<file path="src/logic/tmc_params.svh">
// field positions, chain number and reset values of the trace scan access path
`ifndef TMC_PARAMS_SVH
`define TMC_PARAMS_SVH

`define TMC_SR_W       40
`define TMC_DATA_W     32
`define TMC_ADDR_W     7
`define TMC_DATA_MSB   31
`define TMC_DATA_LSB   0
`define TMC_ADDR_MSB   38
`define TMC_ADDR_LSB   32
`define TMC_RW_BIT     39
`define TMC_CHAIN_W    4
`define TMC_SCAN_CHAIN 4'h6
`define TMC_SR_RST     40'h00_0000_0000
`define TMC_DATA_RST   32'h0000_0000
`define TMC_ADDR_RST   7'h00

`endif

</file>
<file path="src/logic/tmc_pkg.sv">
// types shared by the trace scan access path
`include "tmc_params.svh"

package tmc_pkg;

  typedef enum logic [3:0] {
    TAP_RESET, TAP_IDLE,
    TAP_SEL_DR, TAP_CAP_DR, TAP_SHIFT_DR, TAP_EXIT1_DR,
    TAP_PAUSE_DR, TAP_EXIT2_DR, TAP_UPDATE_DR,
    TAP_SEL_IR, TAP_CAP_IR, TAP_SHIFT_IR, TAP_EXIT1_IR,
    TAP_PAUSE_IR, TAP_EXIT2_IR, TAP_UPDATE_IR
  } tmc_tap_t;

  typedef struct packed {
    logic                   wr;
    logic [`TMC_ADDR_W-1:0] addr;
    logic [`TMC_DATA_W-1:0] data;
  } tmc_req_t;

endpackage : tmc_pkg

</file>
<file path="src/logic/tmc_sync.sv">
// two-flop synchroniser for signals arriving from outside the clock domain
`timescale 1ns/10ps

module tmc_sync #(
  parameter int W = 1
) (
  // clock and reset
  input  wire logic         clock,
  input  wire logic         resetn,
  input  wire logic         ce,
  // data
  input  wire logic [W-1:0] d,
  output logic      [W-1:0] q
);

  logic [W-1:0] meta_q;
  logic [W-1:0] meta_d;
  logic [W-1:0] sync_q;
  logic [W-1:0] sync_d;

  always_comb begin
    meta_d = ce ? d : meta_q;
    sync_d = ce ? meta_q : sync_q;
  end

  always_ff @(posedge clock or negedge resetn) begin
    if (!resetn) begin
      meta_q <= '0;
      sync_q <= '0;
    end else begin
      meta_q <= meta_d;
      sync_q <= sync_d;
    end
  end

  assign q = sync_q;

endmodule : tmc_sync

</file>
<file path="src/logic/tmc_scan_access.sv">
// scan-chain register access path of the trace macrocell, sampled from the test pins
`timescale 1ns/10ps
`include "tmc_params.svh"

// Summary of operation
// registers reachable only via selected chain six
// forty-bit shift register: data, address, flag
// debugger writes: data, address, flag one
// debugger reads: address, flag zero
// read request ignores and drops data field
// access fires only on entering Update-DR
// data 31:0, address 38:32, flag 39, lsb-first
module tmc_scan_access
  import tmc_pkg::*;
(
  // system clock, reset, enable
  input  wire logic                    clock,
  input  wire logic                    resetn,
  input  wire logic                    ce,
  // test pins
  input  wire logic                    tck,
  input  wire logic                    tms,
  input  wire logic                    tdi,
  output logic                         tdo,
  output logic                         tdo_oe,
  // chain number held by the core's test controller
  input  wire logic [`TMC_CHAIN_W-1:0] chain_sel,
  // trace register port
  output tmc_req_t                     req,
  output logic                         req_wr,
  output logic                         req_rd,
  input  wire logic [`TMC_DATA_W-1:0]  rdata
);

  localparam int SW = 3 + `TMC_CHAIN_W;

  logic [SW-1:0]             pins_s;
  logic                      tck_s;
  logic                      tms_s;
  logic                      tdi_s;
  logic [`TMC_CHAIN_W-1:0]   chain_s;
  logic                      tck_prev_q;
  logic                      tck_rise;
  logic                      tck_fall;
  logic                      sel;
  tmc_tap_t                  tap_q;
  tmc_tap_t                  tap_d;
  logic [`TMC_SR_W-1:0]      shift_q;
  logic [`TMC_SR_W-1:0]      shift_d;
  logic [`TMC_DATA_W-1:0]    hold_q;
  logic [`TMC_DATA_W-1:0]    hold_d;
  tmc_req_t                  req_q;
  tmc_req_t                  req_d;
  logic                      wr_q;
  logic                      wr_d;
  logic                      rd_q;
  logic                      rd_d;
  logic                      tdo_q;
  logic                      tdo_d;

  // tck, tms and tdi share one synchroniser so their delays match
  tmc_sync #(
    .W (SW)
  ) u_sync (
    .clock  (clock),
    .resetn (resetn),
    .ce     (ce),
    .d      ({tck, tms, tdi, chain_sel}),
    .q      (pins_s)
  );

  assign tck_s    = pins_s[SW-1];
  assign tms_s    = pins_s[SW-2];
  assign tdi_s    = pins_s[SW-3];
  assign chain_s  = pins_s[`TMC_CHAIN_W-1:0];
  assign tck_rise = ce && tck_s && !tck_prev_q;
  assign tck_fall = ce && !tck_s && tck_prev_q;
  // chain six gate
  assign sel      = (chain_s == `TMC_SCAN_CHAIN);

  function automatic tmc_tap_t tap_next(input tmc_tap_t s, input logic m);
    tmc_tap_t n;
    n = s;
    unique case (s)
      TAP_RESET:     n = m ? TAP_RESET     : TAP_IDLE;
      TAP_IDLE:      n = m ? TAP_SEL_DR    : TAP_IDLE;
      TAP_SEL_DR:    n = m ? TAP_SEL_IR    : TAP_CAP_DR;
      TAP_CAP_DR:    n = m ? TAP_EXIT1_DR  : TAP_SHIFT_DR;
      TAP_SHIFT_DR:  n = m ? TAP_EXIT1_DR  : TAP_SHIFT_DR;
      TAP_EXIT1_DR:  n = m ? TAP_UPDATE_DR : TAP_PAUSE_DR;
      TAP_PAUSE_DR:  n = m ? TAP_EXIT2_DR  : TAP_PAUSE_DR;
      TAP_EXIT2_DR:  n = m ? TAP_UPDATE_DR : TAP_SHIFT_DR;
      TAP_UPDATE_DR: n = m ? TAP_SEL_DR    : TAP_IDLE;
      TAP_SEL_IR:    n = m ? TAP_RESET     : TAP_CAP_IR;
      TAP_CAP_IR:    n = m ? TAP_EXIT1_IR  : TAP_SHIFT_IR;
      TAP_SHIFT_IR:  n = m ? TAP_EXIT1_IR  : TAP_SHIFT_IR;
      TAP_EXIT1_IR:  n = m ? TAP_UPDATE_IR : TAP_PAUSE_IR;
      TAP_PAUSE_IR:  n = m ? TAP_EXIT2_IR  : TAP_PAUSE_IR;
      TAP_EXIT2_IR:  n = m ? TAP_UPDATE_IR : TAP_SHIFT_IR;
      TAP_UPDATE_IR: n = m ? TAP_SEL_DR    : TAP_IDLE;
    endcase
    return n;
  endfunction : tap_next

  // follows the core's controller; five tms-high edges always land in reset
  always_comb begin
    tap_d = tap_q;
    if (tck_rise) begin
      tap_d = tap_next(tap_q, tms_s);
    end
  end

  always_comb begin
    shift_d = shift_q;
    hold_d  = hold_q;
    req_d   = req_q;
    wr_d    = 1'b0;
    rd_d    = 1'b0;
    tdo_d   = tdo_q;
    // read answer is taken in the strobe cycle itself
    if (ce && rd_q) begin
      hold_d = rdata;
    end
    if (tck_rise && sel) begin
      unique case (tap_q)
        // capture read result into data field
        TAP_CAP_DR: shift_d[`TMC_DATA_MSB:`TMC_DATA_LSB] = hold_q;
        // lsb first, tdi enters at bit 39
        TAP_SHIFT_DR: shift_d = {tdi_s, shift_q[`TMC_SR_W-1:1]};
        default: ;
      endcase
      // act only on entry to update-dr
      if (tap_d == TAP_UPDATE_DR) begin
        // split word into flag, address, data
        req_d.wr   = shift_q[`TMC_RW_BIT];
        req_d.addr = shift_q[`TMC_ADDR_MSB:`TMC_ADDR_LSB];
        req_d.data = shift_q[`TMC_DATA_MSB:`TMC_DATA_LSB];
        wr_d       = shift_q[`TMC_RW_BIT];
        rd_d       = !shift_q[`TMC_RW_BIT];
        // read drops the shifted data
        if (!shift_q[`TMC_RW_BIT]) begin
          req_d.data = `TMC_DATA_RST;
        end
      end
    end
    // tdo moves on the falling edge so the debugger samples it settled
    if (tck_fall && sel && tap_q == TAP_SHIFT_DR) begin
      tdo_d = shift_q[0];
    end
  end

  always_ff @(posedge clock or negedge resetn) begin
    if (!resetn) begin
      tck_prev_q <= 1'b0;
      tap_q      <= TAP_RESET;
      shift_q    <= `TMC_SR_RST;
      hold_q     <= `TMC_DATA_RST;
      req_q      <= '0;
      wr_q       <= 1'b0;
      rd_q       <= 1'b0;
      tdo_q      <= 1'b0;
    end else if (ce) begin
      tck_prev_q <= tck_s;
      tap_q      <= tap_d;
      shift_q    <= shift_d;
      hold_q     <= hold_d;
      req_q      <= req_d;
      wr_q       <= wr_d;
      rd_q       <= rd_d;
      tdo_q      <= tdo_d;
    end
  end

  assign req    = req_q;
  assign req_wr = wr_q;
  assign req_rd = rd_q;
  assign tdo    = tdo_q;
  // drive tdo only for chain six
  assign tdo_oe = sel && (tap_q == TAP_SHIFT_DR);

  property p_upd_only;
    @(posedge clock) disable iff (!resetn)
      (wr_q || rd_q) |-> (tap_q == TAP_UPDATE_DR) && $past(sel) && !(wr_q && rd_q);
  endproperty
  a_upd_only: assert property (p_upd_only) else $error("access strobe outside update-dr");

  property p_split;
    @(posedge clock) disable iff (!resetn)
      (tck_rise && sel && tap_d == TAP_UPDATE_DR) |=>
        (wr_q == $past(shift_q[`TMC_RW_BIT])) &&
        (req_q.addr == $past(shift_q[`TMC_ADDR_MSB:`TMC_ADDR_LSB]));
  endproperty
  a_split: assert property (p_split) else $error("flag or address field misplaced");

  property p_read_drop;
    @(posedge clock) disable iff (!resetn)
      rd_q |-> (req_q.data == `TMC_DATA_RST) && !req_q.wr;
  endproperty
  a_read_drop: assert property (p_read_drop) else $error("read carried shifted data");

  property p_shift;
    @(posedge clock) disable iff (!resetn)
      (tck_rise && sel && tap_q == TAP_SHIFT_DR) |=>
        (shift_q[`TMC_RW_BIT] == $past(tdi_s)) &&
        (shift_q[`TMC_SR_W-2:0] == $past(shift_q[`TMC_SR_W-1:1]));
  endproperty
  a_shift: assert property (p_shift) else $error("shift not lsb first");

  property p_capture;
    @(posedge clock) disable iff (!resetn)
      (tck_rise && sel && tap_q == TAP_CAP_DR) |=>
        (shift_q[`TMC_DATA_MSB:`TMC_DATA_LSB] == $past(hold_q));
  endproperty
  a_capture: assert property (p_capture) else $error("read result not captured");

  property p_no_sel;
    @(posedge clock) disable iff (!resetn)
      !sel |-> !tdo_oe ##1 (!(wr_q || rd_q) && $stable(shift_q));
  endproperty
  a_no_sel: assert property (p_no_sel) else $error("activity with other chain selected");

  property p_tdo;
    @(posedge clock) disable iff (!resetn)
      (tck_fall && sel && tap_q == TAP_SHIFT_DR) |=> (tdo_q == $past(shift_q[0]));
  endproperty
  a_tdo: assert property (p_tdo) else $error("tdo not bit zero");

endmodule : tmc_scan_access

</file>
<file path="config.mk">
export PLATFORM = sky130hd
export DESIGN_NAME = tmc_scan_access
export DESIGN_NICKNAME = d
export VERILOG_FILES = /design/src/logic/tmc_pkg.sv /design/src/logic/tmc_sync.sv /design/src/logic/tmc_scan_access.sv
export VERILOG_INCLUDE_DIRS = /design/src /design/src/logic
export SDC_FILE = /design/constraint.sdc
export NUM_CORES = 1
export LEC_CHECK = 0
export ABC_AREA = 1
export BUFFER_PORTS_ARGS = -buffer_cell sky130_fd_sc_hd__buf_2
export CAP_MARGIN = 20
export CELL_PAD_IN_SITES_DETAIL_PLACEMENT = 1
export CELL_PAD_IN_SITES_GLOBAL_PLACEMENT = 2
export CORE_AREA = 4 4 119 150
export DETAILED_ROUTE_END_ITERATION = 6
export DIE_AREA = 0 0 123 154
export GPL_ROUTABILITY_DRIVEN = 1
export GPL_TIMING_DRIVEN = 0
export PLACE_DENSITY_LB_ADDON = 0.1
export SYNTH_ARGS = -nofsm -noshare
export SYNTH_HDL_FRONTEND = slang
export SYNTH_SLANG_ARGS = --single-unit
</file>
<file path="constraint.sdc">
create_clock -name clock -period 2.4 [get_ports clock]
set_input_delay 0.24 -clock clock [delete_from_list [all_inputs] [get_ports clock]]
set_output_delay 0.24 -clock clock [all_outputs]
set_load 0.005 [all_outputs]
</file>
After elaboration in Yosys (flattened, before gate mapping) --
Index checks and enable logic that the tools add are counted.
Cells by class: eq/ne operators 17, multiplexer cells 20, reductions and logical operators 22
Operators with widths (count):
- one-hot mux 32 bit (2 select lines) | 1
- one-hot mux 4 bit (12 select lines) | 1
- equality test 4 bit (second input constant) | 9
- 2-to-1 mux 32 bit | 1
- equality test 4 x 3 -> 1 bit (second input constant) | 5
- 2-to-1 mux 4 bit | 5
- logical AND 1 bit | 9
- AND reduction 3 bit | 3
- equality test 4 x 2 -> 1 bit (second input constant) | 2
- 2-to-1 mux 1 bit | 7
- 2-to-1 mux 2 bit | 3
- 2-to-1 mux 3 bit | 2
- equality test 4 x 1 -> 1 bit (second input constant) | 1
- zero test 4 bit | 1
- AND reduction 2 bit | 2
- OR reduction 2 bit | 2
- zero test 1 bit | 3
- OR reduction 3 bit | 1
- nonzero test 2 bit | 1
Word-level totals: flip-flop bits (word level) 134, input port bits 42, output and inout bits 44

Depth between registers and ports, before layout --
word-level depth 7, mapped depth 13, gate-level depth less buffers 11

Cells and area by module --
From an unflattened synthesis, not the netlist that was laid out.
Second synthesis, totals: cells, all modules 638, area, all modules 5998.3 µm²
By module, submodules not included:
- tmc_scan_access | instances 1, cells an instance 579, area each 5467.7 µm², sequential area each 3002.9 µm²
- tmc_sync | instances 1, cells an instance 59, area each 530.5 µm², sequential area each 350.3 µm²

Worst setup path before layout --
No wires, ideal clock.
path type register to register, start point reg tap_q[0], end point reg req_q (netlist bit req[23]), arrival time 1.599 ns, path slack 0.678 ns, cell stages (with the launch flop) 14, path buffers 3, path through dfrtp_1 -> buf_4 -> nand2_1 -> inv_1 -> nand2_1 -> nand3_1 -> nor2_1 -> nand3_1 -> nor2_4 -> nand3_2 -> buf_4 -> buf_6 -> nand2_1 -> o21ai_2
On the way: longest elaborated chain between the ends 6, elaborated cells on any way between the ends 23
Ends and longest elaborated chain:
- start: declaration | RTL line tmc_scan_access.sv:46 | tmc_tap_t tap_q;
- start signal: assignment | RTL line tmc_scan_access.sv:164 | tap_q <= tap_d;
- equality test 4 bit (tied with other cells) | RTL line tmc_scan_access.sv:84 | unique case (s)
- OR reduction 3 bit (no line) / OR reduction 2 bit (equally long branches)
- one-hot mux 4 bit (12 select lines) | RTL line tmc_scan_access.sv:84
- 2-to-1 mux 4 bit * | RTL line tmc_scan_access.sv:108 | if (tck_rise) begin
- equality test 4 bit * | RTL line tmc_scan_access.sv:133 | if (tap_d == TAP_UPDATE_DR) begin
- AND reduction 3 bit (no line) *
- end signal: assignment | RTL line tmc_scan_access.sv:167 | req_q <= req_d;
- end: declaration | RTL line tmc_scan_access.sv:52 | tmc_req_t req_q;
Mark *: on every way between the ends. The rest lies on a longest branch, timed or not. A chain may end at the register's enable or synchronous reset.

Worst setup path in the final report --
start point reg tap_q[0], end point reg req_q (netlist bit req[39])
Same word-level chain as after synthesis.

==> qor.yml <==
cts.sinks: 134
arrival_ns: 2.49
seq_area_frac_synth_pct: 59.4
dpl.hpwl_um: 10700
path_clk_slew_ns: 0.06
ir_drop_v: 0.000464
startpoint: "tap_q[0]"
p_int_uw: 4620
power_density_nw_per_um2: 885
cts_resized: 0
drive_gt1_share_pct: 25.3
place.gp.congestion: 0.797
ys_warn_count: 0
dieHeight_um: 154
layout_setup_ws_ns: 0.200
rows: 53
antenna_cells: 0
relSlewSlack_pct: 54.1
routed_via_density: 4.68
path_class: "reg -> reg"
final_core_util_pct: 42.7
r2r_end: "req[39]"
rsz0062_at_grt: "no"
synthAdderAreaFrac_pct: 0
r2r_slack_ns: 0.20
antenna_found_initial: 0
power_leakage_uw: 0.00344
synth-xor-area-share_pct: 0
htreeDepth: 4
grt_overflow: 0
synthDistinctLibCells: 27
status: "completed"
maxCapViolations: 0
die_x_um: 123
cts_tree: "yes"
synth_top_family_by_area: "simple AND/OR/NAND/NOR gates"
grt_max_degree: 73
yosys.area_share.simple_pct: 15.7
setup_viol: 0
grt_pass1_wl_um: 25100
wl_per_cell_um: 16.1
reg2reg_from: "tap_q[0]"
slew_viol_final: 0
io_buffers: 84
synth_compound_gate_area_share_pct: 12.1
cts-root-buf: "clkbuf_16"
p_seq_share_pct: 38.8
netlist_area_sq_um: 5650
synthesis.nets: 642
hp-class: "in -> reg"
grtUsageTotal_pct: 17.1
finalHoldViolCount: 0
clock_skew_ns: 0.00728
required_ns: 2.69
vias: 4389
layout_min_cycle_time_ns: 2.20
syn_to_final_growth_pct: 24.9
power_uw: 6250
start_util_pct: 34.2
cp-endpoint: "req[39]"
placedCellCount: 905
reg2regPathDepth: 10
final_antenna_net_count: 0
first_iter_violations: 170
pre_cts_slack_ns: 0.177
crit_fanout: 10
wirelength_um: 15100
cp-start-kind: "register"
core_area_sq_um: 16500
syn_avg_cell_area_sq_um: 9.41
timing.fmax_mhz: 454
whs_ns: 0.0262
ys_ff_latch: 134
postSynthCellCount: 600
cts_buffers: 17
clkPwrFrac_pct: 47.2
cts_buffer_depth: 2
drc: 0
synth_mux_area_share_pct: 6.38
drt_pass1_iterations: 5
clk_latency_ns: 0.42
min_from: "chain_sel[1]"
die_area_sq_um: 18900
top_level_ports: 86
worst_pin_slew_ns: 0.688
cp-end-kind: "register"
period_share_pct: 91.7
final_cells: 938
first_global_vias: 4713
nets: 747
p_sw_share_pct: 26.0
p_comb_share_pct: 14.0
p_sw_uw: 1630
## cell families after synthesis
logic type	Yosys count
multiplexers	32
buffers and inverters	88
flip-flops	134
AND/OR/NAND/NOR	217
AO/OA/AOI/OAI	129
## sequential cells by signal (all words and copies together) (netlist names)
register / cells
hold_q: 32
req: 40
req_rd: 1
req_wr: 1
shift_q: 40
tap_q: 4
tck_prev_q: 1
tdo: 1
u_sync.meta_q: 7
u_sync.q: 7
## power groups by stage
| stage | clock network (uW) | registers (uW) | logic [uW] |
|---|---|---|---|
| after floorplan | 0 | 2440 | 595 |
| after global placement | 0 | 2460 | 869 |
| after detailed placement | 0 | 2460 | 893 |
| after CTS | 3020 | 2420 | 900 |
| after global routing | 3130 | 2430 | 1020 |
| final | 2950 | 2420 | 877 |
## what timing repair did
item                      CTS  global route
buffers inserted            0             0
hold buffers                1             0
hold endpoints to repair   71             0
## cell usage in the layout, fill, tap and decap left out, drive strengths merged
| master | count |
|---|---|
| nor4 | 1 |
| inv | 58 |
| dfrtp | 134 |
| bufinv | 5 |
| o211ai | 1 |
| a21oi | 2 |
| clkinv | 2 |
| nand3 | 11 |
| buf | 102 |
| dlygate4sd3 | 1 |
| nand2 | 187 |
| mux2 | 32 |
| o21bai | 1 |
| clkbuf | 38 |
| nand4 | 2 |
| nor3 | 1 |
| o21ai | 125 |
| nor2 | 15 |
## final cells by class
class | instances | area (sq um)
fillers | 1918 | 9460
flip-flops and latches | 134 | 3350
multi-input cells | 378 | 1930
clock buffers | 25 | 505
repair buffers | 86 | 464
well taps | 220 | 275
inverters | 58 | 218
clock inverters | 7 | 164
plain buffers | 30 | 148
## through the flow
stage	instance area, sq um	setup TNS, ns
floorplan	5650	0
CTS	7060	0
finish	7060	0
global placement	6340	-116.13
detailed placement	6380	0
global route	7060	0
## metal layers
layer,wire [um],global-route usage [%]
met3,606,4.78
met1,6710,21.4
met2,7650,28.5
met5,0,0
met4,181,5.38
## cell usage after synthesis
| cell | count | area, sq um |
|---|---|---|
| a21oi_2 | 1 | 8.76 |
| nor2_1 | 9 | 33.8 |
| a21oi_1 | 1 | 5.00 |
| dfrtp_1 | 134 | 3350 |
| nor3_1 | 1 | 5.00 |
| nand3_1 | 10 | 50.1 |
| o211ai_1 | 1 | 7.51 |
| nor2_2 | 4 | 25.0 |
| o21ai_0 | 88 | 440 |
| buf_6 | 2 | 22.5 |
| nor2_4 | 2 | 22.5 |
| nand4_2 | 1 | 12.5 |
| nand4_1 | 1 | 6.26 |
| o21ai_2 | 8 | 70.1 |
| nor4_2 | 1 | 12.5 |
| nand2_2 | 2 | 12.5 |
| nand2_1 | 185 | 694 |
| buf_2 | 10 | 50.1 |
| buf_1 | 3 | 11.3 |
| buf_4 | 2 | 15.0 |
| nand3_2 | 1 | 10.0 |
| mux2_2 | 32 | 360 |
| o21bai_1 | 1 | 7.51 |
| inv_1 | 56 | 210 |
| inv_2 | 2 | 7.51 |
| o21ai_1 | 29 | 145 |
| clkbuf_1 | 13 | 48.8 |
## worst min-delay path by stage
stage | end | slack, ns | cells past startpoint
detailed placement | u_sync.meta_q[3] | 0.31 | 1
global route | hold_q[11] | 0.03 | 2
floorplan | hold_q[0] | -0.06 | 0
finish | u_sync.meta_q[1] | 0.03 | 3
global placement | u_sync.meta_q[0] | 0.45 | 3
CTS | u_sync.meta_q[1] | 0.006 | 3
## worst max-delay path, stage by stage (launching register included)
cell and delay, ns:
dfrtp_1 0.36, buf_4 0.17, nor2_1 0.26, nand2_2 0.13
nand3_1 0.12, nand2_1 0.07, a21oi_1 0.16, nor2_2 0.08
nand4_2 0.19, buf_2 0.42, nand2_1 0.10
(Power assumes the default switching activity.)
